===== config.mk =====
export PLATFORM = sky130hd
export DESIGN_NAME = fpiop_top
export DESIGN_NICKNAME = d
export VERILOG_FILES = /design/src/design/fpiop_pkg.sv /design/src/design/fpiop_sync.sv /design/src/design/fpiop_pad.sv /design/src/design/fpiop_top.sv
export SDC_FILE = /design/constraint.sdc
export NUM_CORES = 1
export LEC_CHECK = 0
export ABC_AREA = 1
export ABC_CLOCK_PERIOD_IN_PS = 2090
export BUFFER_PORTS_ARGS = -buffer_cell sky130_fd_sc_hd__buf_2
export CORE_UTILIZATION = 60
export DETAILED_ROUTE_END_ITERATION = 10
export PLACE_DENSITY_LB_ADDON = 0.2
export SETUP_SLACK_MARGIN = 0.05
export SLEW_MARGIN = 10
export SYNTH_ARGS = -nofsm -noshare
export SYNTH_HDL_FRONTEND = slang
export SYNTH_HIERARCHICAL = 1
export SYNTH_SLANG_ARGS = --single-unit

===== constraint.sdc =====
create_clock -name mclk -period 2.09 [get_ports mclk]
set_clock_uncertainty 0.15 [all_clocks]
set_input_delay 0.209 -clock mclk [delete_from_list [all_inputs] [get_ports mclk]]
set_output_delay 0.209 -clock mclk [all_outputs]
set_load 0.02 [all_outputs]

===== src/design/fpiop_pkg.sv =====
// Constants, types and register map for the four-pin I/O port.
package fpiop_pkg;
	localparam int         PIN_COUNT       = 4;
	localparam int         ADDR_W          = 8;
	localparam int         DATA_W          = 8;
	localparam logic [7:0] ADDR_LATCH      = 8'h00;
	localparam logic [7:0] ADDR_DIR        = 8'h01;
	localparam logic [7:0] ADDR_PULLUP     = 8'h02;
	localparam logic [7:0] ADDR_CTRL       = 8'h03;
	localparam logic [3:0] LATCH_RST       = 4'h0;
	localparam logic [3:0] DIR_RST         = 4'h0;
	localparam logic [3:0] PULLUP_RST      = 4'h0;
	localparam logic [3:0] NIB_ZERO        = 4'h0;
	localparam logic [7:0] BYTE_ZERO       = 8'h00;
	localparam logic [3:0] UPPER_ZERO      = 4'h0;
	localparam logic [3:0] OPEN_DRAIN_MASK = 4'hC;
	localparam logic [3:0] PULLUP_MASK     = 4'h3;
	localparam int         CTRL_SPF_BIT    = 0;
	localparam int         CTRL_CID_BIT    = 1;
	localparam int         CTRL_FLOAT_BIT  = 7;
	localparam logic       SPF_RST         = 1'b0;
	localparam logic       CID_RST         = 1'b0;
	localparam int         CMP_NEG_PIN     = 0;
	localparam int         CMP_POS_PIN     = 1;

	typedef logic [PIN_COUNT-1:0] fpiop_nib_t;

	typedef struct packed {
		logic out;
		logic oe;
		logic pu;
	} fpiop_pad_t;

	typedef struct packed {
		logic [ADDR_W-1:0] addr;
		logic [DATA_W-1:0] wdata;
		logic              wr;
		logic              rd;
		logic              read_modify_write_read;
	} fpiop_bus_t;

	typedef enum {ST_RUN, ST_HOLD, ST_FLOAT} fpiop_stby_t;
endpackage : fpiop_pkg


===== src/design/fpiop_sync.sv =====
// Three-stage pin synchroniser with agreement filter.
`timescale 1ns/1ps
module fpiop_sync (
	input  wire logic                 mclk,
	input  wire logic                 rstn,
	input  wire fpiop_pkg::fpiop_nib_t raw,
	output fpiop_pkg::fpiop_nib_t      stable
);
	import fpiop_pkg::*;

	fpiop_nib_t s1_q;
	fpiop_nib_t s2_q;
	fpiop_nib_t s3_q;
	fpiop_nib_t stable_q;
	fpiop_nib_t agree;
	fpiop_nib_t stable_d;

	// Stage one feeds stage two only
	assign agree    = ~(s2_q ^ s3_q);
	assign stable_d = (agree & s3_q) | (~agree & stable_q);
	assign stable   = stable_q;

	always_ff @(posedge mclk) begin
		if (!rstn) begin
			s1_q     <= NIB_ZERO;
			s2_q     <= NIB_ZERO;
			s3_q     <= NIB_ZERO;
			stable_q <= NIB_ZERO;
		end else begin
			s1_q     <= raw;
			s2_q     <= s1_q;
			s3_q     <= s2_q;
			stable_q <= stable_d;
		end
	end
endmodule : fpiop_sync


===== src/design/fpiop_pad.sv =====
// Output drive, open-drain and pull-up control for one pin.
`timescale 1ns/1ps
module fpiop_pad (
	input  wire logic          mclk,
	input  wire logic          rstn,
	input  wire logic          latch,
	input  wire logic          dir,
	input  wire logic          pu_en,
	input  wire logic          periph_oe,
	input  wire logic          periph_out,
	input  wire logic          float_pins,
	input  wire logic          open_drain,
	input  wire logic          pu_capable,
	output fpiop_pkg::fpiop_pad_t pad
);
	import fpiop_pkg::*;

	fpiop_pad_t pad_q;
	fpiop_pad_t pad_d;
	logic       src;
	logic       want_drive;
	logic       od_release;

	assign src        = periph_oe ? periph_out : latch;
	assign want_drive = periph_oe | dir;
	assign od_release = open_drain & src;
	assign pad_d.oe   = want_drive & ~float_pins & ~od_release;
	assign pad_d.out  = pad_d.oe & src;
	// Pull-up never fights a low drive
	assign pad_d.pu   = pu_en & pu_capable & ~(pad_d.oe & ~pad_d.out);
	assign pad        = pad_q;

	always_ff @(posedge mclk) begin
		if (!rstn) begin
			pad_q <= '0;
		end else begin
			pad_q <= pad_d;
		end
	end
endmodule : fpiop_pad


===== src/design/fpiop_top.sv =====
// Four-pin I/O port: registers, standby float, read path and pad control.
`timescale 1ns/1ps
module fpiop_top (
	input  wire logic                  mclk,
	input  wire logic                  rstn,
	input  wire fpiop_pkg::fpiop_bus_t  bus,
	output logic [7:0]                 rdata,
	input  wire fpiop_pkg::fpiop_nib_t  pad_in,
	output fpiop_pkg::fpiop_nib_t       pad_out,
	output fpiop_pkg::fpiop_nib_t       pad_oe,
	output fpiop_pkg::fpiop_nib_t       pad_pullup,
	input  wire fpiop_pkg::fpiop_nib_t  periph_oe,
	input  wire fpiop_pkg::fpiop_nib_t  periph_out,
	output fpiop_pkg::fpiop_nib_t       periph_in,
	input  wire logic                  standby_mode,
	output logic                       pins_floated,
	output logic                       comparator_negative_input_en,
	output logic                       comparator_positive_input_en
);
	import fpiop_pkg::*;

	fpiop_nib_t  port_output_latch_q;
	fpiop_nib_t  port_direction_q;
	fpiop_nib_t  port_pullup_enable_q;
	logic        standby_pin_float_q;
	logic        comparator_input_disable_q;
	fpiop_stby_t stby_q;
	fpiop_stby_t stby_d;
	logic        standby_prev_q;
	logic        pins_floated_q;
	logic        float_next;
	logic [7:0]  rdata_q;
	logic [7:0]  rdata_d;
	fpiop_nib_t  periph_in_q;
	logic        cmp_neg_q;
	logic        cmp_pos_q;
	fpiop_nib_t  pin_level;
	fpiop_nib_t  pin_seen;
	fpiop_nib_t  port_read;
	fpiop_pad_t  pads [PIN_COUNT];
	logic        sel_latch;
	logic        sel_dir;
	logic        sel_pullup;
	logic        sel_ctrl;
	logic        wr_latch;
	logic        wr_dir;
	logic        wr_pullup;
	logic        wr_ctrl;
	logic        standby_entry;
	logic        float_now;
	logic [7:0]  ctrl_view;

	// Per-bit read selection shared by every pin
	function automatic fpiop_nib_t read_select(
		input fpiop_nib_t latch,
		input fpiop_nib_t dir,
		input fpiop_nib_t poe,
		input fpiop_nib_t pin,
		input logic       read_modify_write_read
	);
		fpiop_nib_t gp_out;
		gp_out = dir & ~poe;
		if (read_modify_write_read) begin
			read_select = latch;
		end else begin
			read_select = (gp_out & latch) | (~gp_out & pin);
		end
	endfunction : read_select

	// Address decode
	assign sel_latch  = (bus.addr == ADDR_LATCH);
	assign sel_dir    = (bus.addr == ADDR_DIR);
	assign sel_pullup = (bus.addr == ADDR_PULLUP);
	assign sel_ctrl   = (bus.addr == ADDR_CTRL);
	assign wr_latch   = bus.wr & sel_latch;
	assign wr_dir     = bus.wr & sel_dir;
	assign wr_pullup  = bus.wr & sel_pullup;
	assign wr_ctrl    = bus.wr & sel_ctrl;

	// Float decision is taken once, at standby entry
	assign standby_entry = standby_mode & ~standby_prev_q;
	// Float flag kept in its own flop so the pin comes straight from a register
	assign float_next    = (stby_d == ST_FLOAT);
	assign float_now     = pins_floated_q;

	always_comb begin
		stby_d = stby_q;
		unique case (stby_q)
			ST_RUN: begin
				if (standby_entry) begin
					stby_d = standby_pin_float_q ? ST_FLOAT : ST_HOLD;
				end
			end
			ST_HOLD: begin
				if (!standby_mode) begin
					stby_d = ST_RUN;
				end
			end
			ST_FLOAT: begin
				if (!standby_mode) begin
					stby_d = ST_RUN;
				end
			end
		endcase
	end

	always_ff @(posedge mclk) begin
		if (!rstn) begin
			stby_q         <= ST_RUN;
			standby_prev_q <= 1'b0;
			pins_floated_q <= 1'b0;
		end else begin
			stby_q         <= stby_d;
			standby_prev_q <= standby_mode;
			pins_floated_q <= float_next;
		end
	end

	// Registers: only the low nibble exists (only bits 0 and 1 in CTRL), upper bits read zero except CTRL bit 7, which reads the float status
	always_ff @(posedge mclk) begin
		if (!rstn) begin
			port_output_latch_q <= LATCH_RST;
		end else if (wr_latch) begin
			port_output_latch_q <= bus.wdata[PIN_COUNT-1:0];
		end
	end

	always_ff @(posedge mclk) begin
		if (!rstn) begin
			port_direction_q <= DIR_RST;
		end else if (wr_dir) begin
			port_direction_q <= bus.wdata[PIN_COUNT-1:0];
		end
	end

	always_ff @(posedge mclk) begin
		if (!rstn) begin
			port_pullup_enable_q <= PULLUP_RST;
		end else if (wr_pullup) begin
			port_pullup_enable_q <= bus.wdata[PIN_COUNT-1:0];
		end
	end

	always_ff @(posedge mclk) begin
		if (!rstn) begin
			standby_pin_float_q        <= SPF_RST;
			comparator_input_disable_q <= CID_RST;
		end else if (wr_ctrl) begin
			standby_pin_float_q        <= bus.wdata[CTRL_SPF_BIT];
			comparator_input_disable_q <= bus.wdata[CTRL_CID_BIT];
		end
	end

	// Pad level after synchronising
	fpiop_sync u_sync (
		.mclk   (mclk),
		.rstn   (rstn),
		.raw    (pad_in),
		.stable (pin_level)
	);

	// Floated pins present a steady low inward, avoiding open-input leakage
	assign pin_seen = float_now ? NIB_ZERO : pin_level;

	assign port_read = read_select(port_output_latch_q, port_direction_q, periph_oe,
		pin_seen, bus.read_modify_write_read);

	assign ctrl_view = {float_now, 5'h00, comparator_input_disable_q, standby_pin_float_q};

	always_comb begin
		rdata_d = BYTE_ZERO;
		if (bus.rd) begin
			if (sel_latch) begin
				rdata_d = {UPPER_ZERO, port_read};
			end else if (sel_dir) begin
				rdata_d = {UPPER_ZERO, port_direction_q};
			end else if (sel_pullup) begin
				rdata_d = {UPPER_ZERO, port_pullup_enable_q};
			end else if (sel_ctrl) begin
				rdata_d = ctrl_view;
			end
		end
	end

	always_ff @(posedge mclk) begin
		if (!rstn) begin
			rdata_q <= BYTE_ZERO;
		end else begin
			rdata_q <= rdata_d;
		end
	end

	// Peripheral inputs and comparator switches
	always_ff @(posedge mclk) begin
		if (!rstn) begin
			periph_in_q <= NIB_ZERO;
			cmp_neg_q   <= 1'b0;
			cmp_pos_q   <= 1'b0;
		end else begin
			periph_in_q <= pin_seen;
			cmp_neg_q   <= ~comparator_input_disable_q;
			cmp_pos_q   <= ~comparator_input_disable_q;
		end
	end

	// One drive cell per pin
	for (genvar i = 0; i < PIN_COUNT; i++) begin : g_pad
		fpiop_pad u_pad (
			.mclk       (mclk),
			.rstn       (rstn),
			.latch      (port_output_latch_q[i]),
			.dir        (port_direction_q[i]),
			.pu_en      (port_pullup_enable_q[i]),
			.periph_oe  (periph_oe[i]),
			.periph_out (periph_out[i]),
			.float_pins (float_now),
			.open_drain (OPEN_DRAIN_MASK[i]),
			.pu_capable (PULLUP_MASK[i]),
			.pad        (pads[i])
		);
		assign pad_out[i]    = pads[i].out;
		assign pad_oe[i]     = pads[i].oe;
		assign pad_pullup[i] = pads[i].pu;
	end

	assign rdata                        = rdata_q;
	assign periph_in                    = periph_in_q;
	assign pins_floated                 = float_now;
	assign comparator_negative_input_en = cmp_neg_q;
	assign comparator_positive_input_en = cmp_pos_q;
endmodule : fpiop_top


# == Yosys cells after proc, flatten, opt, wreduce, memory -nomap -nowiden ==
# Index checks and enable logic that the tools add are counted.
# word_totals
regBits,87
input_bits,34
output_inout_bits,27
elab_cells,100
# op_classes
eq_ne,6
muxes,14
bitwise_logic,47
reduce_logical,6
# ops
cell,n
$mux 32,2
$pmux 32 s2,1
$eq 32x1->1 const B,1
$eq 32x2->1 const B,1
$eq 32x3->1 const B,1
$logic_not 32->1,1
$and 4x4->4,5
$mux 4,5
$and 1x1->1,19
$eq 8x2->1 const B,2
$not 4->4,4
$not 1->1,12
$eq 8x1->1 const B,1
$logic_not 8->1,1
$or 4x4->4,2
$reduce_or 6->1,1
$reduce_or 5->1,1
$mux 1,4
$mux 2,2
$or 1x1->1,4
$xor 4x4->4,1
$reduce_and 2->1,1
$reduce_or 2->1,1

# == Depth between registers and ports, before layout ==
# Gate-level depths: netlist of run 1.
# logic_depth
word_depth,7
depth_mapped,11
mapped_depth_nobuf,11

# == Hierarchy ==
# Netlist of run 1, hierarchy kept.
# by_module_without_submodules
module,instances,cells_per_inst,area_per_inst_um2,seq_area_each_um2
fpiop_top,1,355,2516.2,1161.1
fpiop_pad,4,20,138.9,60.1
fpiop_sync,1,53,476.7,320.3

# == Least setup slack after synthesis of run 1 ==
# No wires, ideal clock.
# synth_path
kind,register to register
start,"register pins_floated_q, in the netlist pins_floated"
end,"register rdata_q[2], in the netlist rdata[2]"
setup_ns,0.109
arrival_ns,1.288
required_time_ns,1.831
path_slack_ns,0.543
stages_incl_launch_ff,8
n_path_buf,0
synth_period_minus_slack_ns,1.547
cell_sequence,dfxtp_1 inv_1 nand2_1 inv_1 mux2i_1 a21oi_1 nand2_1 inv_1
# synth_via
elab_chain_len,5
# synth_lines
element,line_no,rtl
start: declaration,fpiop_top.sv:30,logic pins_floated_q;
start signal: assignment,fpiop_top.sv:115,pins_floated_q <= float_next;
$mux 4,fpiop_top.sv:163,assign pin_seen = float_now ? NIB_ZERO : pin_level;
$and 4x4->4,fpiop_top.sv:66,read_select = (gp_out & latch) | (~gp_out & pin);
$or 4x4->4,fpiop_top.sv:66,
$mux 4,fpiop_top.sv:63,if (read_modify_write_read) begin
$mux 4,fpiop_top.sv:173,if (sel_latch) begin
end signal: assignment,fpiop_top.sv:189,rdata_q <= rdata_d;
end: declaration,fpiop_top.sv:32,logic [7:0] rdata_q;
# Every way passes these cells.
# A chain may end at the register's enable or synchronous reset.

# == Worst setup path after layout of run 1 ==
# layout_path
start,input standby_mode
end,"register pins_floated_q, in the netlist pins_floated"
# layout_via
elab_chain_len,4
word_cells_on_any_way,5
classes_between,1 x eq/ne; 3 x mux; 1 x bitwise
# layout_lines
element,line_no,rtl
start: declaration,fpiop_top.sv:15,"input wire logic standby_mode,"
$and 1x1->1,fpiop_top.sv:81,assign standby_entry = standby_mode & ~standby_prev_q;
$mux 32,fpiop_top.sv:90,if (standby_entry) begin
$pmux 32 s2 *,fpiop_top.sv:88,unique case (stby_q)
$eq 32x3->1 *,fpiop_top.sv:83,assign float_next = (stby_d == ST_FLOAT);
# Every way passes the cells marked *; elsewhere a longest branch is shown, timed or not.

==> impl_metrics.csv, run 1 <==
group,metric,value,unit
yosys,netlist_instances,488,
yosys,synth_flop_cell,"dfxtp_1",
pwr,peakVddDrop,0.7099,mV
clock_network,cts_resized,0,
global_route,grtUsageTotal,0.2615,
clock_network,post_cts_buffers,0,
die,rows,27,
place,place_area,0.003902,sq mm
route,drtPass1Iterations,5,
die,core-area,0.005608,sq mm
yosys,netlist_top_cells_area,"dfxtp_1 (49%), nor2_1 (12%), nand2_1 (9.7%), inv_1 (6.3%), nand3_1 (3.2%)",
yosys,ys_seq_elements,86,
critical_path,cp_max_fo,18,
sta,setup_viol,0,
yosys,ys_seq_area_frac,0.4852,
final_layout,drive_gt1_frac,0.1767,
clock_network,clock_latency,0.35,ns
pwr,leakage,2.095,nW
place,portBuffers,53,
final_layout,syn_to_final_growth,19.43,%
route,drtIter0Drc,341,
yosys,synth_edf_count,0,
sta,rsz0062_at_grt,"false",
die,die_y,78.90,um
sta,max_freq,0.5771,GHz
global_route,grt_pass1_vias,2901,
route,ant_nets,0,
final_layout,nNetsFinal,595,
yosys,postSynth.asyncResetShare,0,
route,vias,3204,
place,hpwl,5299,um
min_path,hold_path.class,"in2reg",
yosys,synth.largest_area_cell,"dfxtp_1",
route,drc,0,
die,start_util,0.6328,
die,die_x,78.90,um
sta,fin_crit,1.733,ns
yosys,yosysWarnings,6,
sta,holdWs,0.04937,ns
sta,slew_violations,0,
pwr,power.density,787.5,mW/mm^2
clock_network,cts_tree,"built",
clock_network,numCtsBuffers,9,
clock_network,cts_root_buf,"clkbuf_8",
global_route,grt_overflow,0,
clock_network,cts.sinks,86,
final_layout,utilization,0.7557,
global_route,grt_pass1_wl,12650,um
global_route,antenna_found_initial,0,
yosys,synth.distinct_cells,31,
clock_network,htreeDepth,3,
global_route,grt_max_degree,44,
clock_network,clk_pin_slew_worst_paths,0.09,ns
yosys,synth_common_cells,"nor2_1 (109), nand2_1 (92), dfxtp_1 (86), inv_1 (60), nand3_1 (23)",
yosys,synth.avg_cell_area,7.271,sq um
place,gp_congestion,0.8823,
final_layout,final_area,0.004238,sq mm
job,cap_violations,0,
critical_path,cp.required,2.22,ns
critical_path,worst_setup_path_end_kind,"register",
critical_path,crit_path_start_kind,"input pin",
die,die-area,0.006225,sq mm
route,drt-total-wl,7544,um
clock_network,clockBufferDepth,2,
critical_path,arrival,1.86,ns
status,status,"finished clean",
route,drt-vias-per-instance,5.022,
sta,tns,0,ns
route,post_drt_wl_per_cell,11.82,um
sta,hold_violations,0,
yosys,synth_area,0.003548,sq mm
die,io_pins,61,
critical_path,critPathKind,"in2reg",
yosys,netlist.area_leader.share,0.4852,
final_layout,n_antenna_cell,0,
yosys,synth_most_common_cell,"nor2_1",
pwr,power,3.337,mW
sta,fin_crit_sh,0.8291,
-- per-stage QoR --
step                      std cells  worst slack [ns]
after floorplan                 497            0.5433
after global placement          613            0.4615
after detailed placement        613            0.4229
after CTS                       638            0.3648
after global routing            638            0.2552
final                           638            0.3572
-- worst paths after layout --
| kind | start | to | slack [ns] | cells past startpoint |
|---|---|---|---|---|
| worst max-delay path | standby_mode | pins_floated | 0.36 | 11 |
| worst min-delay path | periph_out[3] | g_pad[3].u_pad/pad[1] | 0.05 | 4 |
| worst max register to register | stby_q[8] | pins_floated | 0.51 | 9 |
| worst min register to register | u_sync/s1_q[3] | u_sync/s2_q[3] | 0.27 | 2 |
-- final cells by class --
type / count / area, sq um
Inverter: 70 / 262.8
Clock buffer: 9 / 123.9
Multi-Input combinational cell: 328 / 1520
Clock inverter: 7 / 121.4
Fill cell: 441 / 1370
Timing Repair Buffer: 66 / 397.9
Sequential cell: 86 / 1722
Tap cell: 72 / 90.09
-- registers in the layout, indices dropped and copies added (netlist names), 4 cells and up, named ones only --
signal	count
stby_q	32
port_direction_q	4
port_output_latch_q	4
u_sync/s1_q	4
g_pad.u_pad/pad	12
port_pullup_enable_q	4
u_sync/s2_q	4
periph_in	4
rdata	5
u_sync/s3_q	4
-- layer usage --
| layer | wire length [um] | part of all wire | vias to the layer above | global-route usage |
|---|---|---|---|---|
| met2 | 3396 | 0.45 | 127 | 0.4270 |
| met1 | 3575 | 0.47 | 1418 | 0.3460 |
| met4 | 98 | 0.013 | 0 | 0.09818 |
| met5 | 0 | 0 | - | 0 |
| met3 | 473 | 0.063 | 10 | 0.04598 |
| li1 | - | - | 1649 | - |
-- logic make-up (layout without fill, tap and decap cells) --
group / Yosys count / after routing / synth area share
multiplexers: 2 / 2 / 0.005642
flip-flops: 86 / 86 / 0.4852
AND/OR/NAND/NOR: 264 / 264 / 0.3290
AO/OA/AOI/OAI: 51 / 51 / 0.08216
other: 2 / 11 / 0.002116
buffers and inverters: 83 / 152 / 0.09591
-- placed cells by master, fill, tap and decap left out, types with 2 or more instances in the layout --
master / count
a21oi_1: 19
nor2_4: 7
o21bai_1: 5
nand4_1: 5
nand2_2: 2
clkinvlp_4: 3
nor2_1: 109
nand3_1: 23
buf_4: 3
nor3_1: 15
bufinv_16: 3
mux2i_1: 2
dfxtp_1: 86
conb_1: 11
dlygate4sd3_1: 9
o211ai_1: 2
inv_1: 60
buf_2: 53
o21ai_0: 18
nor4_4: 2
clkbuf_8: 9
inv_2: 9
a41oi_1: 3
nand2_1: 92
nor2_2: 6
o21ai_1: 2
-- power by group --
part | switching, mW | internal, mW
Sequential | 0.0114 | 1.66
Combinational | 0.167 | 0.0974
Clock | 0.603 | 0.798
-- worst max-delay path, cell delays in order --
cell and delay (ns):
dlygate4sd3_1 0.52, buf_2 0.16, inv_1 0.07, nor2_2 0.05
inv_2 0.23, nor2_1 0.13, a21oi_1 0.13, nand2_1 0.08
nand2_1 0.09, nand4_1 0.09, nor2_1 0.09
-- timing repair --
action	in CTS	in global routing
setup endpoints to repair	0	0
hold buffers	9	0
hold endpoints to repair	9	0
(Power assumes the default switching activity.)
==> inputs of run 2 (changes only) <==
--- a/config.mk
+++ b/config.mk
@@ -6,9 +6,9 @@
 export NUM_CORES = 1
 export LEC_CHECK = 0
 export ABC_AREA = 1
-export ABC_CLOCK_PERIOD_IN_PS = 2090
+export ABC_CLOCK_PERIOD_IN_PS = 1480
 export BUFFER_PORTS_ARGS = -buffer_cell sky130_fd_sc_hd__buf_2
-export CORE_UTILIZATION = 60
+export CORE_UTILIZATION = 50
 export DETAILED_ROUTE_END_ITERATION = 10
 export PLACE_DENSITY_LB_ADDON = 0.2
 export SETUP_SLACK_MARGIN = 0.05
==> constraint.sdc (replaced) <==
create_clock -name mclk -period 1.48 [get_ports mclk]
set_clock_uncertainty 0.15 [all_clocks]
set_input_delay 0.148 -clock mclk [delete_from_list [all_inputs] [get_ports mclk]]
set_output_delay 0.148 -clock mclk [all_outputs]
set_load 0.02 [all_outputs]
==> run 2 against run 1 <==
Compared with the run above: the run now ends with setup timing left; largest cell class unchanged; worst hold slack got worse by 0.042 ns; critical path type is now reg2reg; combinational power rose by 63%; wire length rose by 5.8%.
==> impl_metrics.csv, run 2 (synthesis results as in run 1) <==
group,metric,value,unit
critical_path,cp_max_fo,2,
final_layout,largest_reg_flops,32,
status,status,"finished, violations left",
final_layout,largest_register,"stby_q",
status,failed_checks,"setup timing",
die,die_x,86.24,um
critical_path,cp.required,1.62,ns
critical_path,worst_setup_path_end_kind,"register",
min_path,hold_path.class,"in2reg",
clock_network,clock_latency,0.35,ns
route,ant_nets,0,
route,drc,0,
clock_network,cts_root_buf,"clkbuf_8",
die,rows,30,
place,place_ws,-0.05653,ns
sta,rsz0062_at_grt,"true",
die,start_util,0.5194,
final_layout,final_common_cell,"nor2_1",
job,cap_violations,0,
sta,max_freq,0.6286,GHz
sta,slew_violations,0,
place,gp_congestion,0.8737,
global_route,grtUsageTotal,0.2254,
route,vias,3275,
route,drt-total-wl,7984,um
place,hpwl,5549,um
sta,fin_crit,1.591,ns
place,portBuffers,53,
route,post_drt_wl_per_cell,11.64,um
clock_network,htreeDepth,3,
route,drtIter0Drc,208,
sta,setup_viol,1,
final_layout,final_cell_mix,"nor2_1 (95), nand2_1 (86), dfxtp_1 (75), inv_1 (59), buf_2 (53)",
clock_network,numCtsBuffers,9,
pwr,peakVddDrop,0.7651,mV
global_route,grt_pass1_wl,13030,um
clock_network,cts.sinks,86,
clock_network,clk_pin_slew_worst_paths,0.09,ns
sta,setup_slack,-0.1107,ns
critical_path,arrival,1.73,ns
sta,holdWs,0.007435,ns
critical_path,critPathKind,"reg2reg",
pwr,power.density,1013,mW/mm^2
sta,hold_violations,0,
critical_path,crit_path_start_kind,"register",
final_layout,drive_gt1_frac,0.2610,
global_route,antenna_found_initial,0,
sta,fin_crit_sh,1.075,
final_layout,syn_to_final_growth,28.77,%
clock_network,cts_tree,"built",
global_route,grt_overflow,0,
clock_network,clockBufferDepth,2,
place,place_area,0.004041,sq mm
global_route,grt_pass1_vias,2918,
route,drt-vias-per-instance,4.774,
die,die-area,0.007437,sq mm
final_layout,final_area,0.004569,sq mm
route,drtPass1Iterations,4,
final_layout,n_antenna_cell,0,
pwr,leakage,2.248,nW
die,core-area,0.006832,sq mm
final_layout,nNetsFinal,619,
global_route,grt_max_degree,26,
die,io_pins,61,
die,die_y,86.24,um
run 2: cell types whose count changed in the layout (fill, tap and decap cells not counted), moves of 3 or more:
cell / delta
dfxtp_1: -11
nand2_2: +6
nand2_1: -6
dlygate4sd3_1: +7
buf_6: +3
nor2_2: +7
dfxtp_2: +10
buf_4: +15
nor2_1: -14
nor2_4: +7
run 2: what timing repair did:
item | 4_1_cts | 5_1_grt
cloned | 0 | 0
setup buffers | 1 | 0
hold buffers | 16 | 0
hold endpoints to repair | 25 | 0
gates resized for setup | 19 | 28
setup endpoints to repair | 3 | 4
pin swaps | 14 | 23
run 2: critical path, cell delays in order (launching register included):
cell	delay (ns)
dfxtp_2	0.33
buf_4	0.14
inv_2	0.06
nand3_2	0.07
nor2_2	0.12
nand2_1	0.06
o21bai_1	0.22
nand2_2	0.10
nand2_1	0.08
nand4_1	0.09
nor2_1	0.10
run 2: per-layer routing:
layer / track usage / wire, um / up-vias
li1: - / - / 1701
met1: 0.2972 / 3742 / 1477
met5: 0 / 0 / -
met4: 0.06970 / 99 / 0
met3: 0.05143 / 335 / 10
met2: 0.3687 / 3807 / 87
run 2: worst paths after layout:
path                       start                    end  slack (ns)  cells after the start
setup / recovery      stby_q[25]           pins_floated       -0.11                     10
hold / removal     periph_out[0]  g_pad[0].u_pad/pad[0]       0.007                      5
setup reg to reg      stby_q[25]           pins_floated       -0.11                     10
hold reg to reg   u_sync/s1_q[1]         u_sync/s2_q[1]        0.27                      2
run 2: area by class of cell:
cell class	instances	area, sq um
clock inverter	7	102.6
clock buffer	9	123.9
tap	96	120.1
fill	623	2262
timing repair buffer	90	594.3
multi-input combinational	328	1628
sequential	86	1738
inverter	70	262.8
run 2: stage by stage:
| step | cells | setup TNS [ns] | utilization | total power, mW |
|---|---|---|---|---|
| 2_1_floorplan | 497 | 0 | - | 2.653 |
| 3_3_place_gp | 653 | -0.1572 | 0.5916 | 2.780 |
| 3_5_place_dp | 653 | -0.2268 | 0.5916 | 2.788 |
| 4_1_cts | 686 | -0.004881 | 0.6553 | 4.650 |
| 5_1_grt | 686 | -0.2726 | 0.6689 | 4.821 |
| 6_report | 686 | -0.1107 | 0.6689 | 4.629 |
run 2: where the power goes:
part | leakage (nW) | switching (mW) | internal [mW]
clock network | 0.111 | 0.863 | 0.971
logic | 1.43 | 0.255 | 0.176
registers | 0.702 | 0.0181 | 2.35
==> inputs of run 3 (changes only) <==
--- a/config.mk
+++ b/config.mk
@@ -10,6 +10,7 @@
 export BUFFER_PORTS_ARGS = -buffer_cell sky130_fd_sc_hd__buf_2
 export CORE_UTILIZATION = 50
 export DETAILED_ROUTE_END_ITERATION = 10
+export GPL_TIMING_DRIVEN = 0
 export PLACE_DENSITY_LB_ADDON = 0.2
 export SETUP_SLACK_MARGIN = 0.05
 export SLEW_MARGIN = 10
==> run 3 against run 2 <==
Compared with the run above: the run still ends with setup timing left; first-iteration DRC count decreased by 0.96%; wire length down 1.8%; power shrank 7.2%; worst hold slack gained 0.0025 ns; critical endpoint unchanged.
==> impl_metrics.csv, run 3 (synthesis results as in run 1) <==
group,metric,value,unit
status,status,"finished, violations left",
status,failed_checks,"setup timing",
final_layout,syn_to_final_growth,25.99,%
clock_network,htreeDepth,3,
global_route,antenna_found_initial,0,
route,vias,3283,
clock_network,clk_pin_slew_worst_paths,0.09,ns
die,die_y,86.24,um
route,drc,0,
sta,max_freq,0.6688,GHz
critical_path,reg2reg_from,"stby_q[10]",
job,cap_violations,0,
place,placed_cells,646,
route,dr_wl_met3,364,um
global_route,grt_pass1_vias,2908,
critical_path,crit_path_start_kind,"register",
route,drt-total-wl,7840,um
clock_network,clockBufferDepth,2,
final_layout,stdcell_count,685,
route,met1Wirelength,3729,um
final_layout,largest_register,"stby_q",
critical_path,cp_slowest_cell,"dfxtp_2",
global_route,grtUsageTotal,0.2187,
sta,holdWs,0.009956,ns
critical_path,crit_top_cell,"nand2_1",
sta,rsz0062_at_grt,"true",
critical_path,worst_setup_path_end_kind,"register",
critical_path,cp.required,1.60,ns
sta,fin_crit_sh,1.010,
route,post_drt_wl_per_cell,11.45,um
global_route,grt_max_degree,28,
place,portBuffers,53,
clock_network,cts.sinks,86,
final_layout,nNetsFinal,618,
final_layout,multiInputGateArea,0.001617,sq mm
clock_network,numCtsBuffers,9,
critical_path,cp_max_fo,3,
final_layout,n_fill_cell,616,
die,rows,30,
route,wl_met2,3627,um
min_path,hold_path.class,"in2reg",
final_layout,utilization,0.6544,
sta,fin_crit,1.495,ns
clock_network,cts_root_buf,"clkbuf_8",
sta,hold_violations,0,
route,drtPass1Iterations,5,
final_layout,final_cell_mix,"nor2_1 (97), nand2_1 (88), dfxtp_1 (74), inv_1 (59), buf_2 (55)",
route,drt-vias-per-instance,4.793,
final_layout,final_common_cell,"nor2_1",
global_route,grt_overflow,0,
die,core-area,0.006832,sq mm
die,die_x,86.24,um
place,gp_congestion,0.8567,
clock_network,cts_tree,"built",
min_path,holdCritStartpoint,"periph_oe[2]",
route,drtIter0Drc,206,
final_layout,n_antenna_cell,0,
clock_network,clock_latency,0.34,ns
place,place_ws,-0.1708,ns
final_layout,drive_gt1_frac,0.2479,
critical_path,critPathKind,"reg2reg",
route,topRoutingLayerUsed,"met4",
sta,slew_violations,0,
pwr,leakage,2.191,nW
critical_path,crit_start,"stby_q[10]",
die,io_pins,61,
sta,setup_viol,1,
route,ant_nets,0,
critical_path,max_stage_delay,0.35,ns
die,die-area,0.007437,sq mm
sta,setup_slack,-0.01519,ns
final_layout,largest_reg_flops,32,
pwr,peakVddDrop,0.6968,mV
final_layout,regArea,0.001742,sq mm
place,hpwl,5448,um
critical_path,arrival,1.62,ns
global_route,grt_pass1_wl,12740,um
critical_path,regToRegSetupSlack,-0.02,ns
critical_path,path_cells,"nor2_4, nand2_1, nor2_1, nand3_1, o21bai_1, nand2_1, nand2_1, nand4_1, nor2_1",
pwr,power.density,960.5,mW/mm^2
die,start_util,0.5194,
==> run 3: power breakdown <==
group | switching [mW] | internal [mW]
clock | 0.885 | 0.630
combinational | 0.249 | 0.165
sequential | 0.0195 | 2.35
total | 1.15 | 3.14
==> run 3: path summary, 6_finish.rpt <==
kind                      endpoint  cells after the start
max                   pins_floated                      9
min          g_pad[2].u_pad/pad[1]                      4
max reg2reg           pins_floated                      9
min reg2reg         u_sync/s2_q[3]                      2
==> run 3: metal layers <==
metal  up-vias  track usage
met3        13      0.04857
li1       1700            -
met5         -            0
met1      1486       0.2886
met4         0      0.08333
met2        84       0.3514
==> run 3: through the flow <==
stage	area (sq um)	power (mW)	TNS, ns
6_report	4471	4.294	-0.01519
5_1_grt	4471	4.479	-0.1644
4_1_cts	4349	4.305	-0.02046
3_5_place_dp	3969	2.775	-2.001
3_3_place_gp	3969	2.769	-2.130
2_1_floorplan	3583	2.653	0
==> run 3: critical path: cells and delay by family (launching register included) <==
family | cells | cell delay, ns
AO/OA/AOI/OAI | 1 | 0.14
flip-flops | 1 | 0.35
AND/OR/NAND/NOR | 8 | 0.80
==> run 3: timing repair <==
action | 4_1_cts | 5_1_grt
hold endpoints to repair | 23 | 0
buffers inserted | 5 | 5
resized for setup | 14 | 28
endpoints found under the setup margin | 7 | 8
hold buffers | 13 | 0
pin swaps | 7 | 12
==> run 3: final cells by class <==
cell class / instances / share of cell area
sequential: 86 / 0.3896
multi-input combinational: 328 / 0.3616
timing repair buffer: 76 / 0.1052
inverter: 70 / 0.05877
clock buffer: 9 / 0.02771
tap: 96 / 0.02687
buffer: 13 / 0.01735
clock inverter: 7 / 0.01287
